<file path="src/rtl/sync_ctrl_pkg.sv">
// Package: register map, reset values and mode codes of the sync controls
package sync_ctrl_pkg;
    localparam int          ADDR_W           = 10;          // Register address width
    localparam logic [9:0]  SYNC_WORD_MODE_A = 10'h20f;     // Sync word mode select offset
    localparam logic [9:0]  SYNC_REQUEST_LOW_COUNT_A    = 10'h210;     // Sync request threshold offset
    localparam logic [9:0]  LINK_CTRL_A      = 10'h214;     // Link enable and format control
    localparam logic [9:0]  SYNC_STATUS_A    = 10'h215;     // Sync filter status
    localparam logic [7:0]  SYNC_WORD_MODE_RST = 8'h00;     // Default: CRC-12 payload
    localparam logic [7:0]  SYNC_REQUEST_LOW_COUNT_RST  = 8'h03;       // Default: four low samples
    localparam logic [1:0]  PAYLOAD_CRC12    = 2'h0;        // CRC-12 code
    localparam logic [1:0]  PAYLOAD_FEC      = 2'h2;        // FEC code
    localparam int          MODE_LSB         = 0;           // Payload mode field position
    localparam int          THRESH_LSB       = 0;           // Threshold field position
    localparam int          ENABLE_BIT       = 0;           // Link enable bit in control reg
    localparam int          FORMAT_BIT       = 1;           // 64B/66B format bit in control reg
    localparam int          SYNC_WORD_BITS   = 32;          // Sync word data bits per multiblock
    localparam int          CMD_LSB          = 12;          // Command field start in sync word
    localparam int          CMD_BITS         = 7;           // Command field width, always zero
    typedef enum logic [1:0] {
        PAY_CRC,
        PAY_FEC,
        PAY_NONE
    } payload_e;                                            // Effective payload kind
endpackage : sync_ctrl_pkg

</file>
<file path="src/rtl/sync_ctrl.sv">
// Sync word payload selection and SYNC~ request filter with register port
module sync_ctrl #(
    parameter int CNT_W = 6                                  // Low run counter width
) (
    input  wire logic                                  clock_in,
    input  wire logic                                  rst_in,
    input  wire logic [sync_ctrl_pkg::ADDR_W-1:0]      addr_in,
    input  wire logic [7:0]                            wdata_in,
    input  wire logic                                  wr_in,
    input  wire logic                                  rd_in,
    output logic      [7:0]                            rdata_out,
    input  wire logic                                  sync_n_in,
    input  wire logic                                  mb_start_in,
    input  wire logic [11:0]                           crc_in,
    input  wire logic [11:0]                           fec_in,
    output logic      [sync_ctrl_pkg::SYNC_WORD_BITS-1:0] sync_word_out,
    output logic                                       sync_word_valid_out,
    output logic                                       sync_request_out,
    output logic                                       link_enable_out
);

    // Register state
    logic [1:0]        sync_word_payload_mode_r;            // Payload mode field
    logic [4:0]        sync_request_low_count_r;            // Threshold field
    logic              link_enable_r;                       // Link enable
    logic              link_format_mode_r;                  // High selects 64B/66B
    logic              sync_s1_r;                           // Synchroniser first stage
    logic              sync_s2_r;                           // Synchroniser second stage
    logic [CNT_W-1:0]  low_run_r;                           // Consecutive low samples
    logic              request_r;                           // Request held
    logic              error_seen_r;                        // Short low run seen
    logic [7:0]        rdata_r;                             // Read data
    logic [sync_ctrl_pkg::SYNC_WORD_BITS-1:0] sync_word_r;  // Assembled sync word
    logic              sync_word_valid_r;                   // Sync word strobe
    sync_ctrl_pkg::payload_e payload;                       // Effective payload
    logic [11:0]       payload_bits;                        // Selected 12 payload bits
    logic              run_reached;                         // Low run long enough
    logic              run_qualifies;                       // Current low sample completes run
    logic              status_clear;                        // Software clears the error flag

    // Register writes
    always_ff @(posedge clock_in) begin
        if (rst_in) begin
            sync_word_payload_mode_r <= sync_ctrl_pkg::SYNC_WORD_MODE_RST[1:0];
            sync_request_low_count_r <= sync_ctrl_pkg::SYNC_REQUEST_LOW_COUNT_RST[4:0];
            link_enable_r            <= 1'b0;
            link_format_mode_r       <= 1'b1;
        end else if (wr_in) begin
            case (addr_in)
                sync_ctrl_pkg::SYNC_WORD_MODE_A: begin
                    // Upper bits are dropped; software keeps them zero
                    sync_word_payload_mode_r <= wdata_in[sync_ctrl_pkg::MODE_LSB +: 2];
                end
                sync_ctrl_pkg::SYNC_REQUEST_LOW_COUNT_A: begin
                    sync_request_low_count_r <= wdata_in[sync_ctrl_pkg::THRESH_LSB +: 5];
                end
                sync_ctrl_pkg::LINK_CTRL_A: begin
                    link_enable_r      <= wdata_in[sync_ctrl_pkg::ENABLE_BIT];
                    link_format_mode_r <= wdata_in[sync_ctrl_pkg::FORMAT_BIT];
                end
                default: begin
                    // Unmapped write ignored
                end
            endcase
        end
    end

    // Register reads, data one cycle after the strobe
    always_ff @(posedge clock_in) begin
        if (rst_in) begin
            rdata_r <= 8'h00;
        end else if (rd_in) begin
            case (addr_in)
                sync_ctrl_pkg::SYNC_WORD_MODE_A: rdata_r <= {6'h00, sync_word_payload_mode_r};
                sync_ctrl_pkg::SYNC_REQUEST_LOW_COUNT_A:    rdata_r <= {3'h0, sync_request_low_count_r};
                sync_ctrl_pkg::LINK_CTRL_A:      rdata_r <= {6'h00, link_format_mode_r,
                                                             link_enable_r};
                sync_ctrl_pkg::SYNC_STATUS_A:    rdata_r <= {5'h00, error_seen_r, request_r,
                                                             sync_s2_r};
                default:                         rdata_r <= 8'h00;
            endcase
        end else begin
            rdata_r <= 8'h00;
        end
    end

    // Two-flop synchroniser for the SYNC~ pin, one sample per link clock
    always_ff @(posedge clock_in) begin
        if (rst_in) begin
            sync_s1_r <= 1'b1;
            sync_s2_r <= 1'b1;
        end else begin
            sync_s1_r <= sync_n_in;
            sync_s2_r <= sync_s1_r;
        end
    end

    // Low run length against threshold plus one. One bit wider than the
    // counter so a saturated count of 63 plus one cannot wrap to zero.
    function automatic logic run_long_enough(
        input logic [CNT_W:0] lows,                         // Low samples in the run
        input logic [4:0]     thresh                        // Threshold field
    );
        logic [CNT_W:0] need;                               // Samples a request needs
        need = (CNT_W+1)'(thresh) + (CNT_W+1)'(1);
        return lows >= need;
    endfunction : run_long_enough

    // Completed run long enough; a shorter one is an error report
    assign run_reached   = run_long_enough({1'b0, low_run_r}, sync_request_low_count_r);

    // Run counting the low sample now in the second stage as one more
    assign run_qualifies = run_long_enough({1'b0, low_run_r} + (CNT_W+1)'(1),
                                           sync_request_low_count_r);

    // Software write of one to the error bit of the status register
    assign status_clear  = wr_in && (addr_in == sync_ctrl_pkg::SYNC_STATUS_A) && wdata_in[2];

    // Consecutive-low counter, saturating
    always_ff @(posedge clock_in) begin
        if (rst_in) begin
            low_run_r <= '0;
        end else if (sync_s2_r) begin
            low_run_r <= '0;
        end else if (!(&low_run_r)) begin
            low_run_r <= low_run_r + CNT_W'(1);
        end
    end

    // Request held while the long low run lasts
    always_ff @(posedge clock_in) begin
        if (rst_in) begin
            request_r <= 1'b0;
        end else begin
            request_r <= link_enable_r && !sync_s2_r && run_qualifies;
        end
    end

    // Short low run flagged as an error report, otherwise no action
    always_ff @(posedge clock_in) begin
        if (rst_in) begin
            error_seen_r <= 1'b0;
        end else if (sync_s2_r && low_run_r != '0 && !run_reached) begin
            error_seen_r <= 1'b1;
        end else if (status_clear) begin
            error_seen_r <= 1'b0;
        end
    end

    // Effective payload; mode ignored in 8B/10B formats
    always_comb begin
        if (!link_format_mode_r) begin
            payload = sync_ctrl_pkg::PAY_NONE;
        end else begin
            case (sync_word_payload_mode_r)
                sync_ctrl_pkg::PAYLOAD_CRC12: payload = sync_ctrl_pkg::PAY_CRC;
                sync_ctrl_pkg::PAYLOAD_FEC:   payload = sync_ctrl_pkg::PAY_FEC;
                default:                      payload = sync_ctrl_pkg::PAY_CRC;
            endcase
        end
    end

    // Payload bit selection
    always_comb begin
        case (payload)
            sync_ctrl_pkg::PAY_CRC: payload_bits = crc_in;
            sync_ctrl_pkg::PAY_FEC: payload_bits = fec_in;
            default:                payload_bits = 12'h000;
        endcase
    end

    // Sync word built once per multiblock, commands zero
    always_ff @(posedge clock_in) begin
        if (rst_in) begin
            sync_word_r       <= '0;
            sync_word_valid_r <= 1'b0;
        end else begin
            sync_word_valid_r <= mb_start_in && link_enable_r && link_format_mode_r;
            if (mb_start_in) begin
                sync_word_r <= '0;
                sync_word_r[11:0] <= payload_bits;
            end
        end
    end

    assign rdata_out           = rdata_r;
    assign sync_word_out       = sync_word_r;
    assign sync_word_valid_out = sync_word_valid_r;
    assign sync_request_out    = request_r;
    assign link_enable_out     = link_enable_r;

    // Assertions guarding the register, filter and sync word logic
    // All but the reset checks are masked while reset is high

    // Threshold comes out of reset at three
    a_thresh_reset_val: assert property (@(posedge clock_in)
        $fell(rst_in) |-> sync_request_low_count_r == sync_ctrl_pkg::SYNC_REQUEST_LOW_COUNT_RST[4:0])
        else $error("threshold not three after reset");

    // Mode comes out of reset selecting CRC-12
    a_mode_reset_val: assert property (@(posedge clock_in)
        $fell(rst_in) |-> sync_word_payload_mode_r == sync_ctrl_pkg::SYNC_WORD_MODE_RST[1:0])
        else $error("mode not zero after reset");

    // A request needs an unbroken low run of threshold plus one samples
    a_request_needs_run: assert property (@(posedge clock_in) disable iff (rst_in)
        sync_request_out |-> $past(link_enable_r) && !$past(sync_s2_r)
            && ($past(low_run_r) >= CNT_W'($past(sync_request_low_count_r))))
        else $error("request without long low run");

    // Threshold zero: one low sample is enough
    a_zero_thresh_fast: assert property (@(posedge clock_in) disable iff (rst_in)
        (link_enable_r && sync_request_low_count_r == 5'h00 && !sync_s1_r && sync_s2_r)
        ##1 (link_enable_r && !sync_s2_r) |=> sync_request_out)
        else $error("request late at threshold zero");

    // A high sample restarts the run and drops the request
    a_high_clears_run: assert property (@(posedge clock_in) disable iff (rst_in)
        sync_s2_r |=> low_run_r == '0 && !sync_request_out)
        else $error("low run not restarted");

    // No request while the link is disabled
    a_request_gated: assert property (@(posedge clock_in) disable iff (rst_in)
        !link_enable_r |=> !sync_request_out)
        else $error("request while link disabled");

    // A full counter holds rather than wrapping back to short
    a_run_saturates: assert property (@(posedge clock_in) disable iff (rst_in)
        (&low_run_r) && !sync_s2_r |=> &low_run_r)
        else $error("low run counter wrapped");

    // A single low sample under a nonzero threshold is an error report
    a_short_run_error: assert property (@(posedge clock_in) disable iff (rst_in)
        (sync_s2_r && low_run_r == CNT_W'(1) && sync_request_low_count_r != 5'h00)
        |=> error_seen_r && !sync_request_out)
        else $error("short run not classed as error");

    // An error report in the clearing cycle is kept
    a_error_set_wins: assert property (@(posedge clock_in) disable iff (rst_in)
        (status_clear && sync_s2_r && low_run_r != '0 && !run_reached)
        |=> error_seen_r)
        else $error("error report lost to clear");

    // A clear with no new report empties the error flag
    a_error_clears: assert property (@(posedge clock_in) disable iff (rst_in)
        (status_clear && !(sync_s2_r && low_run_r != '0 && !run_reached))
        |=> !error_seen_r)
        else $error("error flag not cleared");

    // A threshold write lands at its strobe
    a_thresh_write_lands: assert property (@(posedge clock_in) disable iff (rst_in)
        (wr_in && addr_in == sync_ctrl_pkg::SYNC_REQUEST_LOW_COUNT_A)
        |=> sync_request_low_count_r == $past(wdata_in[4:0]))
        else $error("threshold write lost");

    // A mode write lands at its strobe
    a_mode_write_lands: assert property (@(posedge clock_in) disable iff (rst_in)
        (wr_in && addr_in == sync_ctrl_pkg::SYNC_WORD_MODE_A)
        |=> sync_word_payload_mode_r == $past(wdata_in[1:0]))
        else $error("mode write lost");

    // A control write sets the link enable
    a_enable_write_lands: assert property (@(posedge clock_in) disable iff (rst_in)
        (wr_in && addr_in == sync_ctrl_pkg::LINK_CTRL_A)
        |=> link_enable_out == $past(wdata_in[sync_ctrl_pkg::ENABLE_BIT]))
        else $error("link enable write lost");

    // Mode read gives the field with reserved bits zero
    a_mode_reserved_zero: assert property (@(posedge clock_in) disable iff (rst_in)
        (rd_in && addr_in == sync_ctrl_pkg::SYNC_WORD_MODE_A) |=> rdata_out[7:2] == 6'h00)
        else $error("mode reserved bits not zero");

    // Threshold read gives the field with reserved bits zero
    a_thresh_reserved_zero: assert property (@(posedge clock_in) disable iff (rst_in)
        (rd_in && addr_in == sync_ctrl_pkg::SYNC_REQUEST_LOW_COUNT_A) |=> rdata_out[7:5] == 3'h0)
        else $error("threshold reserved bits not zero");

    // Status read keeps its unused bits zero
    a_status_reserved_zero: assert property (@(posedge clock_in) disable iff (rst_in)
        (rd_in && addr_in == sync_ctrl_pkg::SYNC_STATUS_A) |=> rdata_out[7:3] == 5'h00)
        else $error("status unused bits not zero");

    // Control read keeps its unused bits zero
    a_ctrl_reserved_zero: assert property (@(posedge clock_in) disable iff (rst_in)
        (rd_in && addr_in == sync_ctrl_pkg::LINK_CTRL_A) |=> rdata_out[7:2] == 6'h00)
        else $error("control unused bits not zero");

    // Code zero carries the CRC value
    a_crc_selected: assert property (@(posedge clock_in) disable iff (rst_in)
        (mb_start_in && link_format_mode_r
         && sync_word_payload_mode_r == sync_ctrl_pkg::PAYLOAD_CRC12)
        |=> sync_word_out[11:0] == $past(crc_in))
        else $error("crc payload not sent");

    // Code two carries the FEC value
    a_fec_selected: assert property (@(posedge clock_in) disable iff (rst_in)
        (mb_start_in && link_format_mode_r
         && sync_word_payload_mode_r == sync_ctrl_pkg::PAYLOAD_FEC)
        |=> sync_word_out[11:0] == $past(fec_in))
        else $error("fec payload not sent");

    // Reserved codes one and three fall back to CRC
    a_reserved_code_crc: assert property (@(posedge clock_in) disable iff (rst_in)
        (mb_start_in && link_format_mode_r && sync_word_payload_mode_r[0])
        |=> sync_word_out[11:0] == $past(crc_in))
        else $error("reserved code not mapped to crc");

    // In 8B/10B formats the mode has no effect
    a_8b10b_no_effect: assert property (@(posedge clock_in) disable iff (rst_in)
        (mb_start_in && !link_format_mode_r) |=> sync_word_out == '0 && !sync_word_valid_out)
        else $error("mode used in 8b10b format");

    // Command fields stay idle
    a_cmd_field_zero: assert property (@(posedge clock_in) disable iff (rst_in)
        sync_word_valid_out
        |-> sync_word_out[sync_ctrl_pkg::CMD_LSB +: sync_ctrl_pkg::CMD_BITS] == '0)
        else $error("command field not idle");

    // Everything above the payload stays zero
    a_word_upper_zero: assert property (@(posedge clock_in) disable iff (rst_in)
        sync_word_valid_out |-> sync_word_out[sync_ctrl_pkg::SYNC_WORD_BITS-1:12] == '0)
        else $error("sync word upper bits not zero");

    // One word per multiblock start
    a_valid_follows_start: assert property (@(posedge clock_in) disable iff (rst_in)
        sync_word_valid_out |-> $past(mb_start_in))
        else $error("sync word without multiblock start");

    // Words only go out enabled and in 64B/66B
    a_valid_needs_enable: assert property (@(posedge clock_in) disable iff (rst_in)
        sync_word_valid_out |-> $past(link_enable_r) && $past(link_format_mode_r))
        else $error("sync word while disabled or 8b10b");
endmodule : sync_ctrl

</file>
<file path="config.mk">
export PLATFORM = sky130hd
export DESIGN_NAME = sync_ctrl
export DESIGN_NICKNAME = d
export VERILOG_FILES = /design/src/rtl/sync_ctrl_pkg.sv /design/src/rtl/sync_ctrl.sv
export SDC_FILE = /design/constraint.sdc
export NUM_CORES = 1
export LEC_CHECK = 0
export BUFFER_PORTS_ARGS = -buffer_cell sky130_fd_sc_hd__buf_2
export CORE_ASPECT_RATIO = 0.8
export CORE_MARGIN = 2
export CORE_UTILIZATION = 35
export CTS_CLUSTER_SIZE = 16
export DETAILED_ROUTE_END_ITERATION = 16
export REMOVE_ABC_BUFFERS = 1
export SYNTH_ARGS = -nofsm -noshare
export SYNTH_HDL_FRONTEND = slang
export SYNTH_SLANG_ARGS = --single-unit
</file>
<file path="constraint.sdc">
create_clock -name clock_in -period 2.4 [get_ports clock_in]
set_clock_uncertainty 0.05 [all_clocks]
set_input_delay 0.48 -clock clock_in [delete_from_list [all_inputs] [get_ports clock_in]]
set_output_delay 0.48 -clock clock_in [all_outputs]
set_load 0.02 [all_outputs]
</file>
# Word level (Yosys, flattened, before mapping)
# Index checks and enable logic that the tools add are counted.
totals:
  register_bits: 40
  latchBits: 0
  ramBits: 0
  mem_bits_ro: 0
  elab_cells: 49
  memories: 0
classes:
  add_sub_neg: 3
  multipliers: 0
  div: 0
  n_lt_le_gt_ge: 2
  n_eq_ne: 6
  n_shift: 0
  n_mux: 6
  bitwise: 1
  n_reduce_logical: 19
op_table:
  columns: ["cell", "n"]
  rows:
  - ["== test 10 bit, second input constant", 4]
  - ["one-hot mux 12 bit (2 select lines)", 1]
  - ["one-hot mux 5 bit (4 select lines)", 1]
  - ["logical AND 1 bit", 8]
  - ["adder 6 x 1 -> 7 bit, second input constant", 1]
  - ["greater-or-equal comparator 6 x 7 -> 1 bit", 1]
  - ["greater-or-equal comparator 7 x 6 -> 1 bit", 1]
  - ["adder 5 x 1 -> 6 bit, second input constant", 1]
  - ["adder 6 x 1 -> 6 bit, second input constant", 1]
  - ["AND reduction 2 bit", 3]
  - ["AND reduction 6 bit", 1]
  - ["nonzero test 6 bit", 1]
  - ["OR reduction 2 bit", 2]
  - ["two-way mux 1 bit", 3]
  - ["== test 2 x 1 -> 1 bit, second input constant", 1]
  - ["== test 2 bit, second input constant", 1]
  - ["logical NOT 1 bit", 2]
  - ["logical NOT 2 bit", 1]
  - ["two-way mux 2 bit", 1]
  - ["nonzero test 2 bit", 1]
  - ["NOT 1 bit", 1]

# Depth between registers and ports, before layout
# Gate-level depths: netlist (run 1).
depth:
  word_depth: 5
  depth_mapped: 8

# Worst setup path after synthesis (run 1)
# Ideal clock, no wire load.
synth_path:
  kind: "reg2reg"
  start: "register low_run_r[0]"
  end: "register request_r (netlist: sync_request_out)"
  setup_time_ps: 120
  arrival_time_ps: 1760
  slack_ps: 471
  path_stages_with_launch: 9
  synth_period_minus_slack_ps: 1929
  path_cell_list: "dfxtp_1 > inv_1 > ha_1 > ha_1 > a21boi_0 > o21a_1 > o21ai_0 > a221oi_1 > o31a_1"
synth_between:
  elab_chain_cells: 3
synth_rtl:
  columns: ["element", "line_no", "source"]
  rows:
  - ["start: declaration", "sync_ctrl.sv:29", "logic [CNT_W-1:0] low_run_r;"]
  - ["start signal: assignment", "sync_ctrl.sv:126", "low_run_r <= low_run_r + CNT_W'(1);"]
  - ["adder 6 x 1 -> 7 bit", "sync_ctrl.sv:113", "assign run_qualifies = run_long_enough({1'b0, low_run_r} + (CNT_W+1)'(1),"]
  - ["greater-or-equal comparator 7 x 6 -> 1 bit", "sync_ctrl.sv:106", "return lows >= need;"]
  - ["logical AND 1 bit", "sync_ctrl.sv:135", "request_r <= link_enable_r && !sync_s2_r && run_qualifies;"]
  - ["end signal: assignment", "sync_ctrl.sv:135", null]
  - ["end: declaration", "sync_ctrl.sv:30", "logic request_r;"]
# Every way passes these cells.
# A chain may end at the register's enable or synchronous reset.

# Final worst setup path (run 1)
layout_path:
  start: "register low_run_r[1]"
  end: "register request_r (netlist: sync_request_out)"
# Same word-level chain as after synthesis.

==> results of run 1 <==
==> worst register-to-register path, stage by stage (launching register included) <==
cell and delay, ns:
dfxtp_1 0.41, inv_1 0.08, ha_1 0.30, ha_1 0.29
a21boi_0 0.13, o21a_1 0.17, o21ai_0 0.15, a221oi_1 0.10
o31a_1 0.24
==> layout by cell type (no fill, tap or decap), types with 2 or more instances in the layout <==
cell,count
a21oi_1,17
xor2_1,2
nand2_1,8
mux2i_1,19
buf_4,2
ha_1,13
o32a_1,2
a2111oi_0,2
buf_2,64
xnor2_1,6
nor3_1,4
conb_1,23
and2_1,2
or2_2,2
inv_1,7
o21ba_2,2
o21ai_0,3
nand4_1,2
dfxtp_1,37
nand2b_1,5
o31a_1,2
nor2_1,45
and3_1,3
clkbuf_8,6
a22oi_1,3
nand3_1,7
==> cell type report <==
type	count	area [um2]	area share
Multi-Input combinational cell	192	1230	0.482
Sequential cell	37	741	0.290
Tap cell	81	101	0.0397
Clock inverter	1	30.0	0.0118
Timing Repair Buffer	66	335	0.132
Inverter	7	26.3	0.0103
Clock buffer	7	86.3	0.0339
==> metal layers <==
metal / part of all wire / GRT usage
met2: 0.43 / 0.191
met3: 0.061 / 0.0421
met4: 0.011 / 0.0556
met5: 0 / 0
met1: 0.49 / 0.183
==> report_power, final <==
| group | internal, W | switching (W) |
|---|---|---|
| Clock | 0.000339 | 0.000207 |
| Sequential | 0.000628 | 0.00000672 |
| Combinational | 0.0000589 | 0.000102 |
| Total | 0.00103 | 0.000316 |
==> worst max path at each step <==
stage                       end  cells past startpoint  slack (ns)         start
6_report       sync_request_out                      8        0.38  low_run_r[1]
3_5_place_dp   sync_request_out                      8        0.38  low_run_r[1]
5_1_grt        sync_request_out                      8        0.25  low_run_r[1]
3_3_place_gp   sync_request_out                      8        0.40  low_run_r[1]
4_1_cts        sync_request_out                      8        0.37  low_run_r[1]
2_1_floorplan  sync_request_out                      8        0.47  low_run_r[0]
==> cell usage after synthesis, drive strengths merged (4+ instances only) <==
cell,number
a21oi,17
and2,4
and3,4
buf,24
clkbuf,5
dfxtp,37
ha,13
inv,7
mux2i,19
nand2,9
nand2b,5
nand3,8
nor2,45
nor3,4
or2,4
xnor2,6
==> state kept, by name, indices dropped and copies added, names as in the netlist <==
| register | flops |
|---|---|
| sync_word_out | 12 |
| link_format_mode_r | 1 |
| error_seen_r | 1 |
| sync_s1_r | 1 |
| sync_request_low_count_r | 5 |
| sync_s2_r | 1 |
| sync_word_payload_mode_r | 2 |
| sync_word_valid_out | 1 |
| sync_request_out | 1 |
| link_enable_out | 1 |
| rdata_out | 5 |
| low_run_r | 6 |
==> stage by stage <==
| step | power, W | cells | hold WS, ns | setup slack [ns] | util |
|---|---|---|---|---|---|
| floorplan | 0.000738 | 236 | 0.339 | 0.471 | - |
| global placement | 0.000808 | 383 | 0.342 | 0.400 | 0.414 |
| detailed placement | 0.000810 | 383 | 0.349 | 0.385 | 0.414 |
| CTS | 0.00136 | 391 | 0.327 | 0.373 | 0.434 |
| global route | 0.00140 | 391 | 0.335 | 0.251 | 0.434 |
| finish | 0.00134 | 391 | 0.333 | 0.385 | 0.434 |
==> logic make-up after synthesis <==
kind of cell	after synthesis	share of synthesized area
simple gates	93	0.229
flops	37	0.351
compound gates	36	0.112
buf+inv	36	0.107
mux	19	0.0900
fa+ha+maj	13	0.0770
xor+xnor	8	0.0332
other cells	1	0.00177
==> impl_metrics.sql, run 1 <==
INSERT INTO impl_metrics (metric_group, metric, value, unit) VALUES
('critical_path', 'startpoint_type', 'register', ''),
('critical_path', 'path_buf_inv', '1', ''),
('synthesis', 'synth_area_leader_cell', 'dfxtp_1', ''),
('global_routing', 'grt-ovfl-total', '0', ''),
('power', 'cellPowerDensity', '526', 'mW/mm2'),
('critical_path', 'critical_path.slowest_cell', 'dfxtp_1', ''),
('timing', 'timing.slew.headroom', '0.516', ''),
('synthesis', 'synth_sequential_area_ratio', '0.351', ''),
('synthesis', 'async_flop_share', '0', ''),
('synthesis', 'synth_edf_count', '0', ''),
('hold_path', 'timing.hold.worst.class', 'primary input to register', ''),
('place', 'dp_hpwl', '3620', 'um'),
('finish', 'final_design_area_no_fill', '0.00255', 'mm2'),
('cts', 'post-cts-setup-buffer-count', '0', ''),
('critical_path', 'timing.critical_path.cells', 'inv_1, ha_1, ha_1, a21boi_0, o21a_1, o21ai_0, a221oi_1, o31a_1', ''),
('critical_path', 'critical_path.endpoint_type', 'register', ''),
('synthesis', 'synthCells', '243', ''),
('global_routing', 'gr-usage-all-layers', '0.132', ''),
('route', 'firstDrtPassIters', '4', ''),
('cts', 'cts_made_buffers', '5', ''),
('route', 'detail_route.iter0.violations', '29', ''),
('route', 'drt_wl_total', '4480', 'um'),
('critical_path', 'worst-r2r-cell-count', '8', ''),
('critical_path', 'path_delay_family', 'compound AO/OA/AOI/OAI gates', ''),
('hold_path', 'worst_hold_startpoint', 'sync_n_in', ''),
('synthesis', 'postSynthAreaPerCell', '8.70', 'um2'),
('route', 'post-route-drc-count', '0', ''),
('route', 'vias', '1782', ''),
('global_routing', 'antenna_found_initial', '0', ''),
('floorplanning', 'io-pin-count', '91', ''),
('critical_path', 'path_common_cell', 'ha_1', ''),
('finish', 'fillers', '631', ''),
('floorplanning', 'coreArea', '0.00588', 'mm2'),
('hold_path', 'min_delay_path_depth', '2', ''),
('synthesis', 'largest_cells_by_area_after_synthesis', 'dfxtp_1, mux2i_1, buf_4, nor2_1, ha_1', ''),
('critical_path', 'timing.critical_path.fanout_max', '5', ''),
('floorplanning', 'die-area', '0.00668', 'mm2'),
('global_routing', 'grt_first_pass_wirelength', '7040', 'um'),
('timing', 'setup-violations-final', '0', ''),
('global_routing', 'grt_start_max_net_pins', '22', ''),
('cts', 'clock_insertion_delay_worst_skew', '0.28', 'ns'),
('finish', 'layout-area-overhead-vs-synth', '20.7', '%'),
('cts', 'worst_setup_hold_path_clk_slew', '0.07', 'ns'),
('cts', 'tritoncts', 'built', ''),
('cts', 'htree_num_levels', '2', ''),
('finish', 'nets', '370', ''),
('synthesis', 'mappedNetlistArea', '0.00211', 'mm2'),
('global_routing', 'grt_pass1_vias', '1493', ''),
('timing', 'setup_tns', '0', 'ns'),
('power', 'total_leakage_power', '1.30', 'nW'),
('run_status', 'result_of_the_run', 'finished clean', ''),
('route', 'routedWlPerCell', '11.4', 'um'),
('synthesis', 'yosys_register_bits', '37', ''),
('synthesis', 'synth_cell_type_count', '45', ''),
('timing', 'worst-slew-pin-transition', '0.726', 'ns'),
('place', 'io_buffer_count', '64', ''),
('finish', 'drive_gt1_frac', '0.281', ''),
('timing', 'final-max-slew-violation-count', '0', ''),
('route', 'detail_route.vias_per_cell', '4.56', ''),
('timing', 'fin_crit_sh', '0.840', ''),
('synthesis', 'synth.yosys.warnings', '0', ''),
('critical_path', 'arrival', '2.13', 'ns'),
('route', 'drt.antenna.violating_nets', '0', ''),
('floorplanning', 'initial_core_util', '0.359', ''),
('timing', 'achievable-frequency', '496', 'MHz'),
('power', 'ir_drop', '0.200', 'mV'),
('critical_path', 'cp_slowest_stage_delay', '0.41', 'ns'),
('floorplanning', 'die_height', '73.5', 'um'),
('cts', 'cts.root.buffer_cell', 'clkbuf_8', ''),
('timing', 'setup_repair_after_global_routing_missed_its_margin', 'false', ''),
('timing', 'finalWorstPathRequiredPeriod', '2.02', 'ns');
No activity file was read; power rests on OpenSTA's default activity.
==> run 2: changes to the inputs <==
==> constraint.sdc (replaced) <==
create_clock -name clock_in -period 2.1 [get_ports clock_in]
set_clock_uncertainty 0.05 [all_clocks]
set_input_delay 0.42 -clock clock_in [delete_from_list [all_inputs] [get_ports clock_in]]
set_output_delay 0.42 -clock clock_in [all_outputs]
set_load 0.02 [all_outputs]
==> run 2 against run 1 <==
Fmax rose by 3.7%. Combinational power rose by 16%. Die area did not move. Non-clock buffer count rose by 4. Worst hold slack got worse by 0.069 ns. Sequential power rose by 14%. Via count did not move. Clock power fell by 13%. Design area rose by 0.15%. Critical path depth did not move. Critical path type unchanged.
==> impl_metrics.sql, run 2 (synthesis results as in run 1) <==
INSERT INTO impl_metrics (metric_group, metric, value, unit) VALUES
('critical_path', 'path_class', 'register to register', ''),
('timing', 'finalWorstPathRequiredPeriod', '1.94', 'ns'),
('finish', 'largest_reg_flops', '12', ''),
('critical_path', 'timing.critical_path.to', 'sync_request_out', ''),
('place', 'io_buffer_count', '64', ''),
('place', 'placed_cells', '387', ''),
('cts', 'htree_num_levels', '2', ''),
('critical_path', 'cp_slowest_stage_delay', '0.43', 'ns'),
('floorplanning', 'floorplan.rows', '25', ''),
('critical_path', 'critPathLaunch', 'sync_request_low_count_r[0]', ''),
('critical_path', 'worst-r2r-cell-count', '8', ''),
('route', 'routedWlPerCell', '11.8', 'um'),
('critical_path', 'worst_endpoint_required_time', '2.22', 'ns'),
('floorplanning', 'dieWidth', '90.9', 'um'),
('floorplanning', 'initial_core_util', '0.359', ''),
('floorplanning', 'die-area', '0.00668', 'mm2'),
('critical_path', 'r2r_start', 'sync_request_low_count_r[0]', ''),
('critical_path', 'timing.critical_path.fanout_max', '5', ''),
('timing', 'achievable-frequency', '515', 'MHz'),
('finish', 'nets', '374', ''),
('place', 'placer_congestion_estimate', '0.846', ''),
('run_status', 'result_of_the_run', 'finished clean', ''),
('critical_path', 'critical_path.slowest_cell', 'dfxtp_1', ''),
('finish', 'num_antenna_cells', '0', ''),
('global_routing', 'grt_start_max_net_pins', '17', ''),
('route', 'drt_wl_total', '4660', 'um'),
('cts', 'tritoncts', 'built', ''),
('job', 'max_cap_violations', '0', ''),
('timing', 'hold_viol_final', '0', ''),
('route', 'detail_route.vias_per_cell', '4.51', ''),
('global_routing', 'grt_pass1_vias', '1597', ''),
('timing', 'setup_tns', '0', 'ns'),
('route', 'detail_route.iter0.violations', '59', ''),
('cts', 'numClockSinks', '37', ''),
('floorplanning', 'die_height', '73.5', 'um'),
('hold_path', 'timing.hold.worst.class', 'primary input to register', ''),
('global_routing', 'grt_first_pass_wirelength', '7470', 'um'),
('critical_path', 'timing.critical_path.cells', 'ha_1, inv_1, ha_1, a21boi_0, o21a_1, o21ai_0, a221oi_1, o31a_1', ''),
('route', 'vias', '1782', ''),
('critical_path', 'arrival', '2.07', 'ns'),
('route', 'drt.antenna.violating_nets', '0', ''),
('critical_path', 'critical_path.endpoint_type', 'register', ''),
('cts', 'cts-root-to-sink-buffers', '2', ''),
('timing', 'fin_crit_sh', '0.925', ''),
('route', 'firstDrtPassIters', '6', ''),
('cts', 'cts.root.buffer_cell', 'clkbuf_8', ''),
('power', 'ir_drop', '0.198', 'mV'),
('timing', 'setup_repair_after_global_routing_missed_its_margin', 'false', ''),
('cts', 'worst_setup_hold_path_clk_slew', '0.07', 'ns'),
('finish', 'fillers', '619', ''),
('critical_path', 'startpoint_type', 'register', ''),
('timing', 'setup-violations-final', '0', ''),
('timing', 'final-max-slew-violation-count', '0', ''),
('place', 'dp_hpwl', '3690', 'um'),
('global_routing', 'gr-usage-all-layers', '0.139', ''),
('floorplanning', 'io-pin-count', '91', ''),
('cts', 'post-cts-setup-buffer-count', '0', ''),
('finish', 'layoutNonFillerInstCount', '395', ''),
('power', 'cellPowerDensity', '543', 'mW/mm2'),
('finish', 'layout-area-overhead-vs-synth', '20.8', '%'),
('cts', 'ctsResizeCount', '0', ''),
('cts', 'clock_insertion_delay_worst_skew', '0.29', 'ns'),
('critical_path', 'rr_endpoint', 'sync_request_out', ''),
('critical_path', 'ff2ff_setup_slack', '0.16', 'ns'),
('finish', 'drive_gt1_frac', '0.293', ''),
('global_routing', 'antenna_found_initial', '0', ''),
('finish', 'final_cell_mix', 'buf_2, nor2_1, dfxtp_1', ''),
('critical_path', 'path_common_cell', 'ha_1', ''),
('floorplanning', 'coreArea', '0.00588', 'mm2'),
('cts', 'cts_hold_buf', '0', ''),
('power', 'total_leakage_power', '1.30', 'nW'),
('route', 'post-route-drc-count', '0', ''),
('cts', 'cts_made_buffers', '5', ''),
('global_routing', 'grt-ovfl-total', '0', ''),
('finish', 'mostFrequentLayoutCell', 'buf_2', '');
run 2: cell types whose count changed in the layout (fill, tap and decap cells not counted), sizes merged:
cell and delta:
buf +4, clkinv +2, bufinv -1, clkbuf -1
run 2: how the worst min path moves through the flow:
stage | start | endpoint | slack, ns | cells past startpoint
2_1_floorplan | sync_s1_r | sync_s2_r | 0.34 | 1
3_3_place_gp | sync_s1_r | sync_s2_r | 0.34 | 1
3_5_place_dp | sync_s1_r | sync_s2_r | 0.35 | 1
4_1_cts | sync_n_in | sync_s1_r | 0.25 | 2
5_1_grt | sync_n_in | sync_s1_r | 0.26 | 2
6_report | sync_n_in | sync_s1_r | 0.26 | 2
run 2: area by class of cell:
cell class                      instances  area, um2  area share
Multi-Input combinational cell        192       1240       0.485
Sequential cell                        37        741       0.290
Clock buffer                            6       72.6      0.0284
Clock inverter                          2       10.0     0.00392
Tap cell                               81        101      0.0397
Timing Repair Buffer                   70        365       0.143
Inverter                                7       26.3      0.0103
run 2: per-layer routing:
layer | vias up | GRT usage | part of all wire
li1 | 939 | - | -
met2 | 58 | 0.206 | 0.43
met5 | - | 0 | 0
met1 | 783 | 0.192 | 0.50
met4 | 0 | 0.0488 | 0.0032
met3 | 2 | 0.0421 | 0.057
run 2: critical path: cells and delay by family, from the launching register on:
| kind | cells | cell delay (ns) |
|---|---|---|
| compound gates | 5 | 0.77 |
| buf+inv | 1 | 0.09 |
| fa+ha+maj | 2 | 0.49 |
| flops | 1 | 0.43 |
run 2: power breakdown:
group	switching (W)	internal [W]	total [W]
Clock	0.000244	0.000230	0.000474
Sequential	0.00000751	0.000717	0.000725
Combinational	0.000118	0.0000687	0.000186
run 2: per-stage QoR:
stage | util | total power (W) | hold WS (ns) | setup slack, ns | instance area, um2
floorplan | - | 0.000844 | 0.339 | 0.171 | 2000
global placement | 0.419 | 0.000926 | 0.343 | 0.154 | 2460
detailed placement | 0.419 | 0.000927 | 0.348 | 0.152 | 2460
CTS | 0.433 | 0.00141 | 0.255 | 0.143 | 2550
global route | 0.434 | 0.00146 | 0.256 | 0.00292 | 2550
finish | 0.434 | 0.00139 | 0.263 | 0.157 | 2550
